===== src/design/wpcm_pkg.sv =====
// Shared constants and types for the watchpoint control and match block.
package wpcm_pkg;

  // ---------------------------------------------------------------
  // Register map seen on the register port
  // ---------------------------------------------------------------
  localparam int ADDR_W = 8;
  localparam logic [ADDR_W-1:0] ADDR_CONTROL = 8'h00;
  localparam logic [ADDR_W-1:0] ADDR_VALUE = 8'h04;
  localparam logic [ADDR_W-1:0] ADDR_HIT_STATUS = 8'h08;
  localparam logic [ADDR_W-1:0] ADDR_HIT_ADDRESS = 8'h0c;
  localparam logic [ADDR_W-1:0] ADDR_HOST_STATUS = 8'h10;
  localparam logic [ADDR_W-1:0] ADDR_HOST_WATCH8 = 8'h14;

  // ---------------------------------------------------------------
  // Watchpoint control field layout
  // ---------------------------------------------------------------
  localparam int CTRL_ENABLE_BIT = 0;
  localparam int CTRL_KIND_LSB = 3;
  localparam int CTRL_KIND_W = 2;
  localparam int CTRL_BSEL_LSB = 5;
  localparam int CTRL_BSEL_W = 8;
  localparam int CTRL_SEC_LSB = 14;
  localparam int CTRL_SEC_W = 2;
  localparam int CTRL_LINK_IDX_LSB = 16;
  localparam int CTRL_LINK_IDX_W = 4;
  localparam int CTRL_LINK_EN_BIT = 20;
  localparam int CTRL_MASK_LSB = 24;
  localparam int CTRL_MASK_W = 5;
  localparam logic [31:0] CTRL_WRITABLE = 32'h1f1f_dff9;
  localparam logic [31:0] VALUE_WRITABLE = 32'hffff_fffc;
  localparam logic [31:0] CTRL_RESET = 32'h0000_0000;
  localparam logic [31:0] VALUE_RESET = 32'h0000_0000;

  // ---------------------------------------------------------------
  // Field encodings
  // ---------------------------------------------------------------
  localparam logic [4:0] MASK_NONE = 5'h00;
  localparam logic [4:0] MASK_MIN_CODE = 5'h03;
  localparam logic [4:0] MASK_WATCH8 = 5'h07;
  localparam logic [1:0] KIND_LOAD = 2'h1;
  localparam logic [1:0] KIND_STORE = 2'h2;
  localparam logic [1:0] KIND_EITHER = 2'h3;
  localparam logic [1:0] SEC_BOTH = 2'h0;
  localparam logic [1:0] SEC_NONSECURE = 2'h1;
  localparam logic [1:0] SEC_SECURE = 2'h2;
  localparam logic [7:0] BSEL_ALL = 8'hff;
  localparam logic [31:0] DWORD_ALIGN = 32'hffff_fff8;
  localparam int NUM_PAIRS = 16;
  localparam int HIT_STATUS_BIT = 0;
  localparam int LINK_FAULT_BIT = 0;

  typedef enum logic [1:0] {
    WPCM_IDLE = 2'b00,
    WPCM_WR_VALUE = 2'b01,
    WPCM_WR_CONTROL = 2'b11
  } wpcm_host_state_t;

endpackage


===== src/design/wpcm_if.sv =====
// Interface joining the watchpoint device to its controller and access path.
`timescale 1ns/1ps
`default_nettype none
interface wpcm_if;
  // Register port.
  logic [7:0] reg_addr;
  logic [31:0] reg_wdata;
  logic reg_wr;
  logic reg_rd;
  logic [31:0] reg_rdata;
  // Load/store access path.
  logic acc_valid;
  logic [31:0] acc_addr;
  logic [7:0] acc_lanes;
  logic acc_load;
  logic acc_store;
  logic acc_secure;
  // Context match from the breakpoint pairs.
  logic [15:0] ctx_match;
  // Debug event back to the controller.
  logic wp_event;

  modport dev (
    input reg_addr, reg_wdata, reg_wr, reg_rd,
    output reg_rdata,
    input acc_valid, acc_addr, acc_lanes, acc_load, acc_store, acc_secure,
    input ctx_match,
    output wp_event
  );
  modport host (
    output reg_addr, reg_wdata, reg_wr, reg_rd,
    input reg_rdata,
    output acc_valid, acc_addr, acc_lanes, acc_load, acc_store, acc_secure,
    output ctx_match,
    input wp_event
  );
endinterface
`default_nettype wire


===== src/design/wpcm_device.sv =====
// Watchpoint control register pair and data access match logic.
`timescale 1ns/1ps
`default_nettype none
// What this block does
// - Mask field bits 28:24; zero means unmasked.
// - Codes 3..31 drop that many low bits.
// - Software sets all byte selects when masking.
// - Software zeroes masked value bits on value writes; the watch shortcut clears only bits 2:0.
// - Debugger watches 128-byte block: mask 7.
// - Link enable bit 20 requires context match.
// - Bits 19:16 pick the linked pair.
// - Software links only to context-capable pairs.
// - Byte selects gate lanes; zero never hits.
// - Access kind bits 4:3 gate loads/stores.
// - Security bits 15:14 gate secure state.
// - Value compared on 31:3 (bit 2 picks the byte select half), jointly with context.
module wpcm_device (
  // Clock and reset
  input wire logic clk,
  input wire logic reset,
  // Controller and access path
  wpcm_if.dev link,
  // User side status
  output logic armed,
  output logic debug_event
);
  import wpcm_pkg::*;

  // ---------------------------------------------------------------
  // Match helpers
  // ---------------------------------------------------------------

  // Address bits that the mask code removes from the comparison.
  function automatic logic [31:0] masked_bits(input logic [4:0] code);
    logic [31:0] m;
    m = 32'h0000_0000;
    if (code >= MASK_MIN_CODE) begin
      m = (32'h0000_0001 << code) - 32'h0000_0001;
    end
    return m;
  endfunction

  // Byte lanes of the double word that the byte selects enable.
  function automatic logic [7:0] lane_select(input logic [7:0] bsel, input logic word_hi);
    logic [7:0] l;
    l = bsel;
    if (word_hi) begin
      l = {bsel[3:0], 4'h0};
    end
    return l;
  endfunction

  // ---------------------------------------------------------------
  // Registers
  // ---------------------------------------------------------------
  logic [31:0] control_q;
  logic [31:0] control_d;
  logic [31:0] value_q;
  logic [31:0] value_d;
  logic [31:0] rdata_q;
  logic [31:0] rdata_d;
  logic hit_sticky_q;
  logic hit_sticky_d;
  logic [31:0] hit_addr_q;
  logic [31:0] hit_addr_d;
  logic event_q;
  logic event_d;

  // ---------------------------------------------------------------
  // Field decode
  // ---------------------------------------------------------------
  logic enable;
  logic [1:0] kind;
  logic [7:0] bsel;
  logic [1:0] sec;
  logic [3:0] link_idx;
  logic link_en;
  logic [4:0] mask_code;
  logic [31:0] ignore;

  assign enable = control_q[CTRL_ENABLE_BIT];
  assign kind = control_q[CTRL_KIND_LSB +: CTRL_KIND_W];
  assign bsel = control_q[CTRL_BSEL_LSB +: CTRL_BSEL_W];
  assign sec = control_q[CTRL_SEC_LSB +: CTRL_SEC_W];
  assign link_idx = control_q[CTRL_LINK_IDX_LSB +: CTRL_LINK_IDX_W];
  assign link_en = control_q[CTRL_LINK_EN_BIT];
  assign mask_code = control_q[CTRL_MASK_LSB +: CTRL_MASK_W];
  assign ignore = masked_bits(mask_code);

  // ---------------------------------------------------------------
  // Access qualification
  // ---------------------------------------------------------------
  logic addr_ok;
  logic lane_ok;
  logic kind_ok;
  logic sec_ok;
  logic ctx_ok;
  logic hit;

  // The lanes carry byte granularity, so the address test itself stops at
  // the double word; bit 2 of the value only chooses which half the four
  // low byte selects cover.
  assign addr_ok = (((link.acc_addr ^ value_q) & ~ignore & DWORD_ALIGN) == 32'h0000_0000);
  assign lane_ok = |(lane_select(bsel, value_q[2]) & link.acc_lanes);

  always_comb begin
    unique case (kind)
      KIND_LOAD: kind_ok = link.acc_load;
      KIND_STORE: kind_ok = link.acc_store;
      KIND_EITHER: kind_ok = link.acc_load | link.acc_store;
      default: kind_ok = 1'b0;
    endcase
  end

  always_comb begin
    unique case (sec)
      SEC_BOTH: sec_ok = 1'b1;
      SEC_NONSECURE: sec_ok = ~link.acc_secure;
      SEC_SECURE: sec_ok = link.acc_secure;
      default: sec_ok = 1'b0;
    endcase
  end

  // A linked watchpoint only fires while its chosen pair matches too.
  assign ctx_ok = ~link_en | link.ctx_match[link_idx];

  assign hit = link.acc_valid & enable & addr_ok & lane_ok & kind_ok & sec_ok & ctx_ok;

  // ---------------------------------------------------------------
  // Next state
  // ---------------------------------------------------------------
  always_comb begin
    control_d = control_q;
    value_d = value_q;
    rdata_d = 32'h0000_0000;
    hit_sticky_d = hit_sticky_q;
    hit_addr_d = hit_addr_q;
    event_d = hit;
    if (link.reg_wr) begin
      unique case (link.reg_addr)
        ADDR_CONTROL: control_d = link.reg_wdata & CTRL_WRITABLE;
        ADDR_VALUE: value_d = link.reg_wdata & VALUE_WRITABLE;
        ADDR_HIT_STATUS: begin
          if (link.reg_wdata[HIT_STATUS_BIT]) begin
            hit_sticky_d = 1'b0;
          end
        end
        default: begin
        end
      endcase
    end
    // A hit in the same cycle as the clear keeps the flag set.
    if (hit) begin
      hit_sticky_d = 1'b1;
      hit_addr_d = link.acc_addr;
    end
    if (link.reg_rd) begin
      unique case (link.reg_addr)
        ADDR_CONTROL: rdata_d = control_q & CTRL_WRITABLE;
        ADDR_VALUE: rdata_d = value_q & VALUE_WRITABLE;
        ADDR_HIT_STATUS: rdata_d = {31'h0000_0000, hit_sticky_q};
        ADDR_HIT_ADDRESS: rdata_d = hit_addr_q;
        default: rdata_d = 32'h0000_0000;
      endcase
    end
  end

  // ---------------------------------------------------------------
  // State registers
  // ---------------------------------------------------------------
  always_ff @(posedge clk) begin
    if (reset) begin
      control_q <= CTRL_RESET;
      value_q <= VALUE_RESET;
      rdata_q <= 32'h0000_0000;
      hit_sticky_q <= 1'b0;
      hit_addr_q <= 32'h0000_0000;
      event_q <= 1'b0;
    end else begin
      control_q <= control_d;
      value_q <= value_d;
      rdata_q <= rdata_d;
      hit_sticky_q <= hit_sticky_d;
      hit_addr_q <= hit_addr_d;
      event_q <= event_d;
    end
  end

  // ---------------------------------------------------------------
  // Outputs
  // ---------------------------------------------------------------
  assign link.reg_rdata = rdata_q;
  assign link.wp_event = event_q;
  assign debug_event = event_q;
  assign armed = enable;

endmodule
`default_nettype wire


===== src/flat_wrapper.sv =====
// flat-port wrapper written by rule: the top's interface ports become plain ports
module wpcm_device_flat import wpcm_pkg::*;
  (clk, reset, armed, debug_event, link_reg_addr, link_reg_wdata, link_reg_wr, link_reg_rd, link_reg_rdata, link_acc_valid, link_acc_addr, link_acc_lanes, link_acc_load, link_acc_store, link_acc_secure, link_ctx_match, link_wp_event);
  wpcm_if link_i ();
  input wire logic clk;
  input wire logic reset;
  output logic armed;
  output logic debug_event;
  input wire logic [$bits(link_i.reg_addr)-1:0] link_reg_addr;
  input wire logic [$bits(link_i.reg_wdata)-1:0] link_reg_wdata;
  input wire logic [$bits(link_i.reg_wr)-1:0] link_reg_wr;
  input wire logic [$bits(link_i.reg_rd)-1:0] link_reg_rd;
  output wire logic [$bits(link_i.reg_rdata)-1:0] link_reg_rdata;
  input wire logic [$bits(link_i.acc_valid)-1:0] link_acc_valid;
  input wire logic [$bits(link_i.acc_addr)-1:0] link_acc_addr;
  input wire logic [$bits(link_i.acc_lanes)-1:0] link_acc_lanes;
  input wire logic [$bits(link_i.acc_load)-1:0] link_acc_load;
  input wire logic [$bits(link_i.acc_store)-1:0] link_acc_store;
  input wire logic [$bits(link_i.acc_secure)-1:0] link_acc_secure;
  input wire logic [$bits(link_i.ctx_match)-1:0] link_ctx_match;
  output wire logic [$bits(link_i.wp_event)-1:0] link_wp_event;
  assign link_i.reg_addr = link_reg_addr;
  assign link_i.reg_wdata = link_reg_wdata;
  assign link_i.reg_wr = link_reg_wr;
  assign link_i.reg_rd = link_reg_rd;
  assign link_reg_rdata = link_i.reg_rdata;
  assign link_i.acc_valid = link_acc_valid;
  assign link_i.acc_addr = link_acc_addr;
  assign link_i.acc_lanes = link_acc_lanes;
  assign link_i.acc_load = link_acc_load;
  assign link_i.acc_store = link_acc_store;
  assign link_i.acc_secure = link_acc_secure;
  assign link_i.ctx_match = link_ctx_match;
  assign link_wp_event = link_i.wp_event;
  wpcm_device u_core (.clk(clk), .reset(reset), .link(link_i), .armed(armed), .debug_event(debug_event));
endmodule

===== config.mk =====
export PLATFORM = sky130hd
export DESIGN_NAME = wpcm_device_flat
export DESIGN_NICKNAME = d
export VERILOG_FILES = /design/src/design/wpcm_pkg.sv /design/src/design/wpcm_if.sv /design/src/design/wpcm_device.sv /design/src/flat_wrapper.sv
export SDC_FILE = /design/constraint.sdc
export NUM_CORES = 1
export LEC_CHECK = 0
export BUFFER_PORTS_ARGS = -buffer_cell sky130_fd_sc_hd__clkbuf_2
export CAP_MARGIN = 20
export CORE_ASPECT_RATIO = 1.5
export CORE_UTILIZATION = 57
export CTS_CLUSTER_SIZE = 16
export DETAILED_ROUTE_END_ITERATION = 6
export PLACE_DENSITY = 0.85
export SLEW_MARGIN = 40
export SYNTH_ARGS = -nofsm -noshare
export SYNTH_HDL_FRONTEND = slang
export SYNTH_SLANG_ARGS = --single-unit

===== constraint.sdc =====
create_clock -name clk -period 6.8 [get_ports clk]
set_input_delay 1.02 -clock clk [delete_from_list [all_inputs] [get_ports clk]]
set_output_delay 1.02 -clock clk [all_outputs]
set_load 0.05 [all_outputs]

==> flow_summary.yaml <==
pwr:
  power_leakage_nw: 2.62
  power_frac_seq: 0.410
  powerDensity_nw_per_um2: 251
  ir_drop_mv: 0.214
  pwr-share-comb: 0.054
  p_int_w: 0.00135
  power.switching_w: 0.000355
  swShare: 0.208
  clockPowerShare: 0.536
floorplan:
  initial_utilization: 0.594
  die-area_um2: 10200
  coreArea_um2: 9360
  fp.dieH_um: 123
  rows: 43
  die_x_um: 82.6
  num_io_pins: 139
setup_path:
  cp.arrival_ps: 4090
  required_ps: 7130
  cpPeakStageDelay_ps: 640
  critical_path_class: "primary input to flop"
  crit_path_end_kind: "flop"
  slowest_stage: "and3b_1"
  startpoint_type: "primary input"
  crit_chain: "clkbuf_2 > or4_1 > nor3_1 > and3b_1 > and2_1 > buf_4 > nand2_1 > a21oi_1"
  crit_path_max_fanout: 16
timing:
  final.setup_skew_ps: 8.59
  fin_setup_tns_ps: 0
  finalSetupViolCount: 0
  hold_viol: 0
  worst_slew_margin_rel: 0.401
  fin_crit_ps: 3750
  finalCritPeriodShare: 0.552
  max_clock_freq_ghz: 0.266
  rsz0062_at_grt: "false"
  hold_ws_ps: 473
  maxSlewViolCount: 0
  setup_ws_ps: 3050
  worst_pin_slew_ps: 898
clock_network:
  clk-insertion-delay-late_ps: 410
  post_cts_resized: 0
  cts_made_buffers: 17
  cts_tree: "built"
  post_cts_buffers: 0
  clockBufferDepth: 2
  cts_max_level: 4
  cts.clk_slew.worst_paths_ps: 50
  hold_buffers: 0
  clockRootBuffer: "clkbuf_16"
  cts.sinks: 119
logic_synthesis:
  syn_area_um2: 5560
  synth_fp_nets: 737
  synthTopCellsByArea: "dfxtp_1, nand2_1, nand2b_1, mux2i_1, a21oi_1"
  ys_ff_latch: 119
  yosys.area.top_type_share: 0.429
  synth_top_cell_by_area: "dfxtp_1"
  synth_edf_count: 0
  dominantRegCellSynth: "dfxtp_1"
  syn_avg_cell_area_um2: 8.78
  ys_warn_count: 0
  ys_seq_area_frac: 0.429
  synthTopCellsByCount: "dfxtp_1, nand2_1, a21oi_1, nand2b_1, nor2_1"
  yosysUniqueCellTypes: 42
  synthArstFlopShare: 0
  syn_inst: 633
global_routing:
  antenna_found_initial: 0
  gr-max-usage-layer: "met2"
  grt_pass1_wl_um: 24000
  grt_overflow: 0
  met2_usage: 0.528
  track_usage: 0.320
  grt_pass1_vias: 5064
  met3_usage: 0.0834
  grt_max_degree: 121
  met1_usage: 0.366
route:
  num_vias: 5184
  drt_wl_total_um: 15400
  drtAntennaViolNets: 0
  wire_per_inst_um: 17.7
  routed_via_density: 5.95
  drcViolationCount: 0
  drt-initial-drc-count: 500
  drtPass1Iterations: 6
finish:
  nets: 851
  finalInstanceArea_um2: 6790
  areaGrowthSynthToFinish_pct: 22.2
  diodes: 0
  drive_above_1_share: 0.273
place:
  gp_congestion: 0.861
  post_dp_cell_area_um2: 6180
  hpwlAfterDp_um: 10100
  portBuffers: 137
  pre_cts_slack_ps: 2700
status:
  status: "completed"
worst_hold_path:
  hold_path.class: "flop to flop"
run:
  max-cap-violations: 0
==> power by group through the flow <==
stage / logic, W / registers [W] / clock network (W)
after CTS: 0.0000903 / 0.000699 / 0.000916
final: 0.0000918 / 0.000699 / 0.000913
after detailed placement: 0.0000890 / 0.000713 / 0
after floorplan: 0.0000417 / 0.000713 / 0
after global placement: 0.0000864 / 0.000713 / 0
after global routing: 0.0000986 / 0.000698 / 0.000950
==> state kept, by name, indices dropped and copies added (netlist names) <==
signal and flops:
u_core.hit_addr_q 32, u_core.link.reg_rdata 32, u_core.value_q 30, u_core.control_q 23, u_core.debug_event 1, u_core.hit_sticky_q 1
==> layout by cell type (no fill, tap or decap), drive strengths merged, types with 4 or more instances in the layout <==
master / n
nand2: 119
o21ai: 7
nand2b: 64
nor3: 5
nor4: 4
buf: 4
xor2: 26
mux2i: 34
clkinv: 5
a22oi: 36
dfxtp: 119
clkbuf: 159
nor2: 40
a31oi: 5
a21oi: 64
nand3: 5
mux4: 4
mux2: 25
==> worst paths after layout <==
path	start	end	slack (ps)	cells after the start
max reg2reg	u_core.control_q[15]	u_core.hit_addr_q[28]	3970	6
min	u_core.hit_addr_q[26]	u_core.hit_addr_q[26]	470	2
min reg2reg	u_core.hit_addr_q[26]	u_core.hit_addr_q[26]	470	2
max	link_reg_addr[5]	u_core.value_q[31]	3050	8
==> worst max-delay path, delay by kind of cell <==
| family | cells | cell delay [ps] |
|---|---|---|
| compound gates | 1 | 120 |
| buf+inv | 2 | 420 |
| simple gates | 5 | 2480 |
==> metrics by stage <==
stage               utilization  instances  total power, W
floorplan                     -        633        0.000755
global placement          0.658        840        0.000800
detailed placement        0.660        840        0.000802
CTS                       0.725        871         0.00171
global route              0.725        871         0.00175
finish                    0.725        871         0.00170
==> cells by family (layout without fill, tap and decap cells) <==
logic type             Yosys count  count (layout)  synth area share
buffers and inverters           48             174            0.0475
AO/OA/AOI/OAI                  124             124             0.136
XOR/XNOR                        29              29            0.0457
multiplexers                    63              63             0.129
AND/OR/NAND/NOR                250             250             0.213
flip-flops                     119             119             0.429
==> per-layer routing <==
layer	share of wire	vias to the layer above
li1	-	2403
met1	0.38	2467
met2	0.51	255
met3	0.069	59
met4	0.045	0
met5	0	-
==> area by class of cell <==
type                            count  area, um2
Multi-Input combinational cell    466       2930
Fill cell                         698       2570
Sequential cell                   119       2380
Timing Repair Buffer              141        719
Clock buffer                       22        484
Tap cell                          112        140
Clock inverter                      9        123
Inverter                            2       7.51
No activity file was read; power rests on OpenSTA's default activity.
